==> src/dsr_pkg.sv <==
// Constants and carrier types of the diagnostic status register bank.
// Assumes one clock domain; all users write dsr_pkg::name.
package dsr_pkg;

   localparam int STATUS_WIDTH = 8;
   localparam int SIDE_COUNT = 16;
   localparam logic [7:0] STATUS_RESET = 8'h00;

   // Address byte layout
   localparam int ACCESS_KIND_BIT = 7;
   localparam int SEL_MSB = 6;
   localparam int SEL_LSB = 4;
   localparam int FIXED_MSB = 3;
   localparam int FIXED_LSB = 2;
   localparam int ADDRESS_TAIL_BIT = 1;
   localparam int ADDRESS_END_BIT = 0;
   localparam logic [1:0] ADDR_FIXED_CODE = 2'h2;
   localparam logic ADDR_END_CODE = 1'h1;
   localparam logic [2:0] SEL_GLOBAL_STATUS = 3'h1;
   localparam logic [2:0] SEL_BRIDGES_1_4 = 3'h5;
   localparam logic [2:0] SEL_BRIDGES_5_8 = 3'h3;

   // Global status field positions
   localparam int GS_PROTOCOL_BIT = 7;
   localparam int GS_LOAD_SUMMARY_BIT = 6;
   localparam int GS_SUPPLY_LOW_BIT = 5;
   localparam int GS_SUPPLY_HIGH_BIT = 4;
   localparam int GS_RESET_ABSENT_BIT = 3;
   localparam int GS_THERMAL_SHUTDOWN_BIT = 2;
   localparam int GS_THERMAL_WARNING_BIT = 1;
   localparam int GS_RESERVED_BIT = 0;

   // Fault detector levels, one cycle each or held while present
   typedef struct packed {
      logic protocolError;
      logic supplyLow;
      logic supplyHigh;
      logic thermalShutdown;
      logic thermalWarning;
   } dsr_fault_t;

   // Decoded frame from the serial shifter: address byte only
   typedef struct packed {
      logic valid;
      logic [7:0] addr;
   } dsr_access_t;

   // Data byte returned for the frame
   typedef struct packed {
      logic valid;
      logic [7:0] data;
   } dsr_resp_t;

   // Stored global status flags
   typedef struct packed {
      logic protocolErrorFlag;
      logic supplyLowFault;
      logic supplyHighFault;
      logic supplyResetAbsentFlag;
      logic thermalShutdownFlag;
      logic thermalWarningFlag;
   } dsr_global_t;

   typedef struct packed {
      logic [7:0] bits;
   } dsr_bank_t;

   typedef struct packed {
      dsr_global_t flags;
      dsr_resp_t resp;
   } dsr_state_t;

endpackage

==> src/dsr_diag_status.sv <==
// Diagnostic status bank: global status and overcurrent of bridges 1-8.
// Assumes a serial shifter that hands over one decoded address byte per
// frame and sends back the returned data byte in that frame.
`timescale 1ns/1ns
module dsr_diag_status (
   // Clock and reset
   input wire logic sys_clk,
   input wire logic resetn,
   // Frame from the serial shifter
   input wire dsr_pkg::dsr_access_t access,
   output dsr_pkg::dsr_resp_t resp,
   // Fault detectors
   input wire dsr_pkg::dsr_fault_t faultDetect,
   input wire logic powerOnResetEvent,
   input wire logic [15:0] overcurrentDetect,
   input wire logic [15:0] openLoadFlags,
   // Power stage control
   output logic allOutputsOff,
   output logic [15:0] sideOff,
   // Status view
   output logic loadFaultSummary,
   output logic [7:0] globalStatus
);

   dsr_pkg::dsr_state_t state_reg;
   dsr_pkg::dsr_state_t state_next;

   logic [7:0] bridge14Flags;
   logic [7:0] bridge58Flags;
   logic [2:0] selCode;
   logic frameShapeOk;
   logic hitGlobal;
   logic hitBridge14;
   logic hitBridge58;
   logic clearAccess;
   logic clearGlobal;
   logic clearBridge14;
   logic clearBridge58;
   logic [7:0] readValue;
   logic [7:0] globalView;
   logic loadSummary;

   ////////////////////////////////////////////////////////////////////////
   // Address decoding

   assign selCode = access.addr[dsr_pkg::SEL_MSB:dsr_pkg::SEL_LSB];
   // Tail bit is a don't care for these registers
   assign frameShapeOk =
      (access.addr[dsr_pkg::FIXED_MSB:dsr_pkg::FIXED_LSB] ==
       dsr_pkg::ADDR_FIXED_CODE) &&
      (access.addr[dsr_pkg::ADDRESS_END_BIT] == dsr_pkg::ADDR_END_CODE);

   always_comb begin
      hitGlobal = 1'b0;
      hitBridge14 = 1'b0;
      hitBridge58 = 1'b0;
      if (!access.valid || !frameShapeOk) begin
         hitGlobal = 1'b0;
      end else if (selCode == dsr_pkg::SEL_GLOBAL_STATUS) begin
         hitGlobal = 1'b1;
      end else if (selCode == dsr_pkg::SEL_BRIDGES_1_4) begin
         hitBridge14 = 1'b1;
      end else if (selCode == dsr_pkg::SEL_BRIDGES_5_8) begin
         hitBridge58 = 1'b1;
      end
   end

   // Only a frame with the access kind bit set clears
   assign clearAccess = access.addr[dsr_pkg::ACCESS_KIND_BIT];
   // Each clear reaches only the register it addresses
   assign clearGlobal = hitGlobal && clearAccess;
   assign clearBridge14 = hitBridge14 && clearAccess;
   assign clearBridge58 = hitBridge58 && clearAccess;

   ////////////////////////////////////////////////////////////////////////
   // Overcurrent flag banks, bridge n at bits 2n-1 (high) and 2n-2 (low)

   dsr_flag_bank bank14 (
      .sys_clk(sys_clk),
      .resetn(resetn),
      .setEvent(overcurrentDetect[7:0]),
      .clearEn(clearBridge14),
      .flags(bridge14Flags)
   );

   dsr_flag_bank bank58 (
      .sys_clk(sys_clk),
      .resetn(resetn),
      .setEvent(overcurrentDetect[15:8]),
      .clearEn(clearBridge58),
      .flags(bridge58Flags)
   );

   ////////////////////////////////////////////////////////////////////////
   // Global status view

   // Pure OR of live flags, so it drops once every flag is cleared
   assign loadSummary = (|bridge14Flags) || (|bridge58Flags) ||
                        (|openLoadFlags);

   always_comb begin
      globalView = dsr_pkg::STATUS_RESET;
      globalView[dsr_pkg::GS_PROTOCOL_BIT] =
         state_reg.flags.protocolErrorFlag;
      globalView[dsr_pkg::GS_LOAD_SUMMARY_BIT] = loadSummary;
      globalView[dsr_pkg::GS_SUPPLY_LOW_BIT] =
         state_reg.flags.supplyLowFault;
      globalView[dsr_pkg::GS_SUPPLY_HIGH_BIT] =
         state_reg.flags.supplyHighFault;
      globalView[dsr_pkg::GS_RESET_ABSENT_BIT] =
         state_reg.flags.supplyResetAbsentFlag;
      globalView[dsr_pkg::GS_THERMAL_SHUTDOWN_BIT] =
         state_reg.flags.thermalShutdownFlag;
      globalView[dsr_pkg::GS_THERMAL_WARNING_BIT] =
         state_reg.flags.thermalWarningFlag;
      globalView[dsr_pkg::GS_RESERVED_BIT] = 1'h0;
   end

   always_comb begin
      readValue = dsr_pkg::STATUS_RESET;
      if (hitGlobal) begin
         readValue = globalView;
      end else if (hitBridge14) begin
         readValue = bridge14Flags;
      end else if (hitBridge58) begin
         readValue = bridge58Flags;
      end
   end

   ////////////////////////////////////////////////////////////////////////
   // Next state

   always_comb begin
      state_next = state_reg;
      // Data byte holds the value from before any clear
      state_next.resp.valid = access.valid;
      state_next.resp.data = access.valid ? readValue : state_reg.resp.data;

      // Flags hold until the host clears them
      if (clearGlobal) begin
         // Set wins, so a persisting fault shows again at once
         state_next.flags.protocolErrorFlag =
            faultDetect.protocolError;
         state_next.flags.supplyLowFault =
            faultDetect.supplyLow;
         state_next.flags.supplyHighFault =
            faultDetect.supplyHigh;
         state_next.flags.thermalShutdownFlag =
            faultDetect.thermalShutdown;
         state_next.flags.thermalWarningFlag =
            faultDetect.thermalWarning;
      end else begin
         state_next.flags.protocolErrorFlag =
            state_reg.flags.protocolErrorFlag ||
            faultDetect.protocolError;
         state_next.flags.supplyLowFault =
            state_reg.flags.supplyLowFault ||
            faultDetect.supplyLow;
         state_next.flags.supplyHighFault =
            state_reg.flags.supplyHighFault ||
            faultDetect.supplyHigh;
         state_next.flags.thermalShutdownFlag =
            state_reg.flags.thermalShutdownFlag ||
            faultDetect.thermalShutdown;
         state_next.flags.thermalWarningFlag =
            state_reg.flags.thermalWarningFlag ||
            faultDetect.thermalWarning;
      end

      // Reset-absent flag: a reset event forces zero, a clear re-arms it
      if (powerOnResetEvent) begin
         state_next.flags.supplyResetAbsentFlag = 1'h0;
      end else if (clearGlobal) begin
         state_next.flags.supplyResetAbsentFlag = 1'h1;
      end
   end

   ////////////////////////////////////////////////////////////////////////
   // State register

   always_ff @(posedge sys_clk or negedge resetn) begin
      if (!resetn) begin
         state_reg.flags <= '0;
         state_reg.resp.valid <= 1'b0;
         state_reg.resp.data <= dsr_pkg::STATUS_RESET;
      end else begin
         state_reg <= state_next;
      end
   end

   ////////////////////////////////////////////////////////////////////////
   // Outputs

   assign resp = state_reg.resp;
   // Thermal warning alone never shuts anything off
   // A latched supply low, supply high or thermal shutdown flag stops every output
   assign allOutputsOff = state_reg.flags.supplyLowFault ||
      state_reg.flags.supplyHighFault ||
      state_reg.flags.thermalShutdownFlag;
   assign sideOff = {bridge58Flags, bridge14Flags};
   assign loadFaultSummary = loadSummary;
   assign globalStatus = globalView;

endmodule

==> src/dsr_flag_bank.sv <==
// One byte of read-clear sticky flags.
// Assumes setEvent and clearEn are synchronous to sys_clk.
`timescale 1ns/1ns
module dsr_flag_bank (
   // Clock and reset
   input wire logic sys_clk,
   input wire logic resetn,
   // Events and clear
   input wire logic [7:0] setEvent,
   input wire logic clearEn,
   // Stored flags
   output logic [7:0] flags
);

   dsr_pkg::dsr_bank_t state_reg;
   dsr_pkg::dsr_bank_t state_next;

   always_comb begin
      state_next = state_reg;
      if (clearEn) begin
         // Set wins over clear; a present fault stays flagged
         state_next.bits = setEvent;
      end else begin
         state_next.bits = state_reg.bits | setEvent;
      end
   end

   always_ff @(posedge sys_clk or negedge resetn) begin
      if (!resetn) begin
         state_reg.bits <= dsr_pkg::STATUS_RESET;
      end else begin
         state_reg <= state_next;
      end
   end

   assign flags = state_reg.bits;

endmodule

==> config.mk <==
export PLATFORM = sky130hd
export DESIGN_NAME = dsr_diag_status
export DESIGN_NICKNAME = d
export VERILOG_FILES = /design/src/dsr_pkg.sv /design/src/dsr_diag_status.sv /design/src/dsr_flag_bank.sv
export SDC_FILE = /design/constraint.sdc
export NUM_CORES = 1
export LEC_CHECK = 0
export BUFFER_PORTS_ARGS = -buffer_cell sky130_fd_sc_hd__buf_2
export CAP_MARGIN = 25
export CELL_PAD_IN_SITES_DETAIL_PLACEMENT = 0
export CELL_PAD_IN_SITES_GLOBAL_PLACEMENT = 1
export CORE_ASPECT_RATIO = 0.5
export CORE_MARGIN = 1.5
export CORE_UTILIZATION = 33
export DETAILED_ROUTE_END_ITERATION = 8
export MAX_ROUTING_LAYER = met4
export PLACE_DENSITY_LB_ADDON = 0.1
export SYNTH_ARGS = -nofsm -noshare
export SYNTH_HDL_FRONTEND = slang
export SYNTH_SLANG_ARGS = --single-unit
==> constraint.sdc <==
create_clock -name sys_clk -period 2.3 [get_ports sys_clk]
set_clock_uncertainty 0.2 [all_clocks]
set_input_delay 0 -clock sys_clk [delete_from_list [all_inputs] [get_ports sys_clk]]
set_output_delay 0 -clock sys_clk [all_outputs]
set_load 0.02 [all_outputs]
==> results of run 1 <==
[worst max-delay path, delay by kind of cell]
family	cells	cell delay [ns]
AND/OR/NAND/NOR	3	0.57
buffers and inverters	4	1.42
[sequential cells by signal, indices dropped and copies added, names as in the netlist]
name and count:
globalStatus 6, resp 9, bank58.flags 8, bank14.flags 8
[layer usage]
metal  GRT usage  wire [um]
met5           -          0
met4      0.0588         17
met3      0.0498        261
met2       0.277       1830
met1       0.253       2010
[synth_stat cells]
cell type / count
inv_1: 9
or3_1: 1
o22ai_1: 7
conb_1: 1
or2_2: 1
dfrtp_1: 31
or3_2: 1
a21oi_1: 1
o22a_1: 8
buf_4: 3
nor2b_4: 1
buf_2: 3
nand4_1: 2
clkbuf_1: 3
a21o_1: 21
nor4_1: 8
mux2i_1: 6
nand4bb_1: 1
buf_1: 1
or4_1: 1
nand2_1: 9
nand4_4: 1
or4b_1: 1
nand2b_1: 1
nor2b_1: 1
buf_6: 1
a221oi_1: 1
[area by class of cell]
| class | count | area [sq um] |
|---|---|---|
| Fill cell | 397 | 1770 |
| Timing Repair Buffer | 114 | 736 |
| Multi-Input combinational cell | 74 | 548 |
| Inverter | 9 | 33.8 |
| Clock buffer | 6 | 72.6 |
| Sequential cell | 31 | 776 |
| Tap cell | 54 | 67.6 |
[logic make-up (layout without fill, tap and decap cells)]
kind of cell | Yosys count | count (layout) | share of synthesized area
buffers and inverters | 20 | 129 | 0.0690
other | 1 | 1 | 0.00265
AO/OA/AOI/OAI | 38 | 38 | 0.202
AND/OR/NAND/NOR | 29 | 29 | 0.136
flip-flops | 31 | 31 | 0.548
multiplexers | 6 | 6 | 0.0424
[per-stage QoR]
step / hold slack, ns / setup slack, ns
final: 0.00355 / 0.106
after global routing: 0.0274 / 0.00591
after CTS: 0.00597 / 0.115
after detailed placement: -0.104 / 0.523
after global placement: -0.123 / 0.571
after floorplan: -0.496 / 0.623
[path summary, 6_finish.rpt]
kind / startpoint / to / slack, ns / cells past startpoint
worst min-delay path: openLoadFlags[12] / resp[6] / 0.004 / 5
worst max-delay path: openLoadFlags[5] / loadFaultSummary / 0.11 / 7
worst min register to register: globalStatus[7] / globalStatus[7] / 0.32 / 1
worst max register to register: bank58.flags[5] / resp[6] / 0.54 / 4
min in group asynchronous: resetn / globalStatus[3] / 0.10 / 2
max in group asynchronous: resetn / resp[0] / 1.35 / 2
[repair_timing]
item                                    in CTS  in global routing
resized for setup                            0                  1
hold buffers                                33                  0
endpoints found under the setup margin       0                  2
hold endpoints to repair                    62                  0
[power by group through the flow]
stage          logic (uW)  clock network (uW)  registers (uW)
5_1_grt               169                 424             556
4_1_cts               152                 395             555
3_5_place_dp          112                   0             565
2_1_floorplan        42.0                   0             573
3_3_place_gp          110                   0             565
6_report              152                 386             555
==> impl_metrics.py, run 1 <==
metrics = {
    "floorplan": {
        "die_height_um": 49.3,
        "core-area_sq_um": 4000,
        "fp.dieW_um": 95.6,
        "pin_count": 84,
        "start_util": 0.353,
        "die_area_sq_um": 4710,
        "rows": 16,
    },
    "final_layout": {
        "final_common_cell": "buf_2",
        "drive_gt1_frac": 0.389,
        "n_antenna_cell": 0,
        "nets": 284,
        "fin_cells": 288,
        "syn2layout_area_growth_pct": 57.8,
        "utilization": 0.558,
        "stdcell_area_sq_um": 2230,
        "mostFrequentLayoutCells": "buf_2 (81), dlygate4sd3_1 (33), dfrtp_1 (31), a21o_1 (21)",
    },
    "detailed_routing": {
        "num_vias": 1354,
        "wl_per_cell_um": 14.3,
        "drc": 0,
        "first_pass_iters": 4,
        "wl_mm": 4.11,
        "drt.antenna.violating_nets": 0,
        "drt_iter0_markers": 39,
        "vias_per_cell": 4.70,
    },
    "timing": {
        "relSlewSlack": 0.542,
        "setup-violations-final": 0,
        "rsz0062_at_grt": "no",
        "min_period_ns": 2.19,
        "fmax_mhz": 456,
        "slew_viol_final": 0,
        "worstMarginPinSlew_ns": 0.686,
        "fin_crit_sh": 0.954,
        "finalSetupTns_ns": 0,
        "hold_viol_final": 0,
    },
    "power_and_ir_drop": {
        "netSwitchingFraction": 0.234,
        "comb_power_share": 0.139,
        "clock_power_share": 0.353,
        "seq_power_share": 0.508,
        "p_int_uw": 838,
        "power_density_nw_per_um2": 490,
        "ir_worst_vdd_mv": 0.300,
        "switching_power_uw": 256,
        "power.leakage_uw": 0.000990,
        "p_total_uw": 1090,
    },
    "yosys": {
        "seq_area_frac_synth": 0.548,
        "synth_area_sq_um": 1420,
        "yosysTopAreaCell": "dfrtp_1",
        "avgSynthCellArea_sq_um": 11.3,
        "yosysWarnings": 0,
        "synth_seq_cells": 31,
        "synth_area_leaders": "dfrtp_1 (55%), a21o_1 (11%), o22a_1 (5.0%)",
        "synth_fp_nets": 174,
        "synthCells": 125,
        "ys_types": 27,
        "yosysTopAreaCellShare": 0.548,
    },
    "critical_path": {
        "crit_type": "input pin to output pin",
        "slowest_delay_ns": 0.58,
        "slowest_stage": "dlygate4sd3_1",
        "required_ns": 2.10,
        "critPathMaxFanout": 3,
        "crit_path_end_kind": "output pin",
        "cp.arrival_ns": 1.99,
        "worstPathCellList": "dlygate4sd3_1 -> buf_2 -> nor4_1 -> dlygate4sd3_1 -> nand4_1 -> or2_2 -> buf_2",
        "cp-start-kind": "input pin",
    },
    "place": {
        "globalplace.congestion": 0.718,
        "portBuffers": 81,
        "hpwl_mm": 2.83,
        "dpl_cell_area_sq_um": 1820,
        "placed_cells": 249,
    },
    "clock_network": {
        "cts_num_sinks": 31,
        "clk-insertion-delay-late_ns": 0.28,
        "h-tree-depth": 2,
        "cts_buffers": 5,
        "clk_pin_slew_ns": 0.06,
        "ctsRootBufferMaster": "clkbuf_8",
        "cts_setup_buffers": 0,
        "max-clock-path-buffers": 2,
        "cts_tree": "done",
    },
    "global_route": {
        "antenna_found_initial": 0,
        "gr-usage-all-layers": 0.188,
        "grt_max_degree": 32,
        "grt_first_pass_wirelength_mm": 6.31,
        "first_global_vias": 1318,
        "grt_overflow": 0,
    },
    "run": {
        "max_cap_viol_count": 0,
    },
    "hold_path": {
        "hp-class": "input pin to flop",
    },
    "status": {
        "run_status": "complete, no violations",
    },
}
No activity file was read; power rests on OpenSTA's default activity.
==> run 2: changes to the inputs <==
BUFFER_PORTS_ARGS = -buffer_cell sky130_fd_sc_hd__clkbuf_2   (was -buffer_cell sky130_fd_sc_hd__buf_2)
RECOVER_POWER = 100   (was unset)
==> impl_metrics.py, run 2 (synthesis gave the netlist of run 1 again) <==
metrics = {
    "critical_path": {
        "crit_type": "input pin to output pin",
        "regToRegSetupSlack_ns": 0.51,
        "critPathMaxFanout": 3,
        "crit_path_end_kind": "output pin",
        "cp.arrival_ns": 1.96,
        "crit_start": "openLoadFlags[6]",
        "worstReg2RegStart": "bank58.flags[5]",
        "required_ns": 2.10,
        "cp-start-kind": "input pin",
        "r2r_end": "resp[6]",
        "reg2reg_depth": 4,
    },
    "clock_network": {
        "h-tree-depth": 2,
        "cts_setup_buffers": 0,
        "ctsRootBufferMaster": "clkbuf_8",
        "clk_pin_slew_ns": 0.06,
        "clk-insertion-delay-late_ns": 0.28,
        "cts_num_sinks": 31,
        "cts_buffers": 5,
        "max-clock-path-buffers": 2,
        "cts_tree": "done",
    },
    "timing": {
        "relSlewSlack": -0.112,
        "setup-violations-final": 0,
        "min_period_ns": 2.16,
        "setup_slack_ns": 0.137,
        "rsz0062_at_grt": "no",
        "hold_viol_final": 0,
        "fin_crit_sh": 0.940,
        "fmax_mhz": 462,
        "finalSetupTns_ns": 0,
        "slew_viol_final": 32,
        "worstMarginPinSlew_ns": 1.67,
    },
    "detailed_routing": {
        "vias_per_cell": 4.74,
        "wl_per_cell_um": 13.9,
        "wl_mm": 4.00,
        "num_vias": 1366,
        "first_pass_iters": 4,
        "drt.antenna.violating_nets": 0,
        "drt_iter0_markers": 48,
        "drc": 0,
    },
    "final_layout": {
        "register_area_sq_um": 776,
        "syn2layout_area_growth_pct": 55.2,
        "stdcell_area_sq_um": 2200,
        "utilization": 0.548,
        "mostFrequentLayoutCells": "clkbuf_2 (47), clkbuf_1 (34), dlygate4sd3_1 (32), dfrtp_1 (31), a21o_1 (21)",
        "regMostFlops": "resp",
        "top_regs": "resp x9, bank14.flags x8, bank58.flags x8",
        "drive_gt1_frac": 0.252,
        "fillCellCount": 395,
        "final_common_cell": "clkbuf_2",
        "n_antenna_cell": 0,
        "nets": 283,
        "largest_register_ffs": 9,
        "multi_input_area_sq_um": 548,
    },
    "global_route": {
        "gr-usage-all-layers": 0.183,
        "antenna_found_initial": 0,
        "grt_first_pass_wirelength_mm": 6.18,
        "grt_overflow": 0,
        "grt_max_degree": 32,
        "first_global_vias": 1263,
    },
    "power_and_ir_drop": {
        "clock_power_share": 0.376,
        "netSwitchingFraction": 0.232,
        "power.leakage_uw": 0.000938,
        "seq_power_share": 0.492,
        "switching_power_uw": 262,
        "comb_power_share": 0.132,
        "power_density_nw_per_um2": 515,
        "ir_worst_vdd_mv": 0.314,
        "p_int_uw": 868,
    },
    "floorplan": {
        "core-area_sq_um": 4000,
        "fp.dieW_um": 95.6,
        "pin_count": 84,
        "die_area_sq_um": 4710,
        "die_height_um": 49.3,
        "start_util": 0.353,
        "rows": 16,
    },
    "place": {
        "place_ws_ns": 0.532,
        "globalplace.congestion": 0.720,
        "portBuffers": 81,
        "hpwl_mm": 2.82,
        "dpl_cell_area_sq_um": 1820,
    },
    "status": {
        "violations": "capacitance limit, slew limit",
        "run_status": "finished, violations left",
    },
    "hold_path": {
        "min_from": "access[4]",
        "hp-class": "input pin to flop",
        "min_to": "resp[6]",
        "hold_depth": 4,
    },
    "run": {
        "max_cap_viol_count": 1,
    },
}
run 2: cell count changes in the layout (fill, tap and decap cells not counted), sizes merged:
cell,delta
clkbuf,+81
dlygate4sd3,-1
buf,-81
clkinv,+1
run 2: stage by stage:
stage	cells	hold WS (ns)	total power, uW
global route	288	0.0195	1190
detailed placement	249	-0.0805	677
global placement	249	-0.0903	675
floorplan	125	-0.496	615
CTS	288	0.000331	1150
finish	288	0.00684	1130
run 2: metal layers:
layer,up-vias,track usage,part of all wire,wire [um]
li1,668,-,-,-
met1,632,0.254,0.46,1850
met2,64,0.263,0.45,1790
met3,2,0.0530,0.089,355
met4,0,0.0441,0.0023,9
met5,-,-,0,0
run 2: worst max path at each step:
stage | to | slack [ns] | cells after the start
after floorplan | resp[6] | 0.62 | 4
after global placement | resp[6] | 0.56 | 4
after detailed placement | resp[6] | 0.53 | 4
after CTS | loadFaultSummary | 0.13 | 7
after global routing | globalStatus[6] | 0.01 | 7
final | globalStatus[6] | 0.14 | 7
run 2: timing repair:
item / 4_1_cts / 5_1_grt
hold buffers: 32 / 0
endpoints found under the setup margin: 0 / 2
gates resized for setup: 0 / 1
hold endpoints to repair: 62 / 0
run 2: power by group through the flow:
stage | Combinational (uW) | Clock (uW) | Sequential [uW]
global route | 164 | 474 | 556
CTS | 151 | 440 | 555
finish | 149 | 425 | 555
detailed placement | 111 | 0 | 565
global placement | 110 | 0 | 565
floorplan | 42.0 | 0 | 573
run 2: cell type report:
type                    instances  share of cell area
multi-input cells              74               0.250
well taps                      54              0.0308
repair buffers                113               0.311
clock inverters                 1             0.00228
clock buffers                   6              0.0376
inverters                       9              0.0154
flip-flops and latches         31               0.353
run 2: critical path: stages:
cell and delay (ns):
dlygate4sd3_1 0.53, clkbuf_2 0.10, nor4_1 0.16, dlygate4sd3_1 0.59, nand4_1 0.09, or2_2 0.33, clkbuf_2 0.16
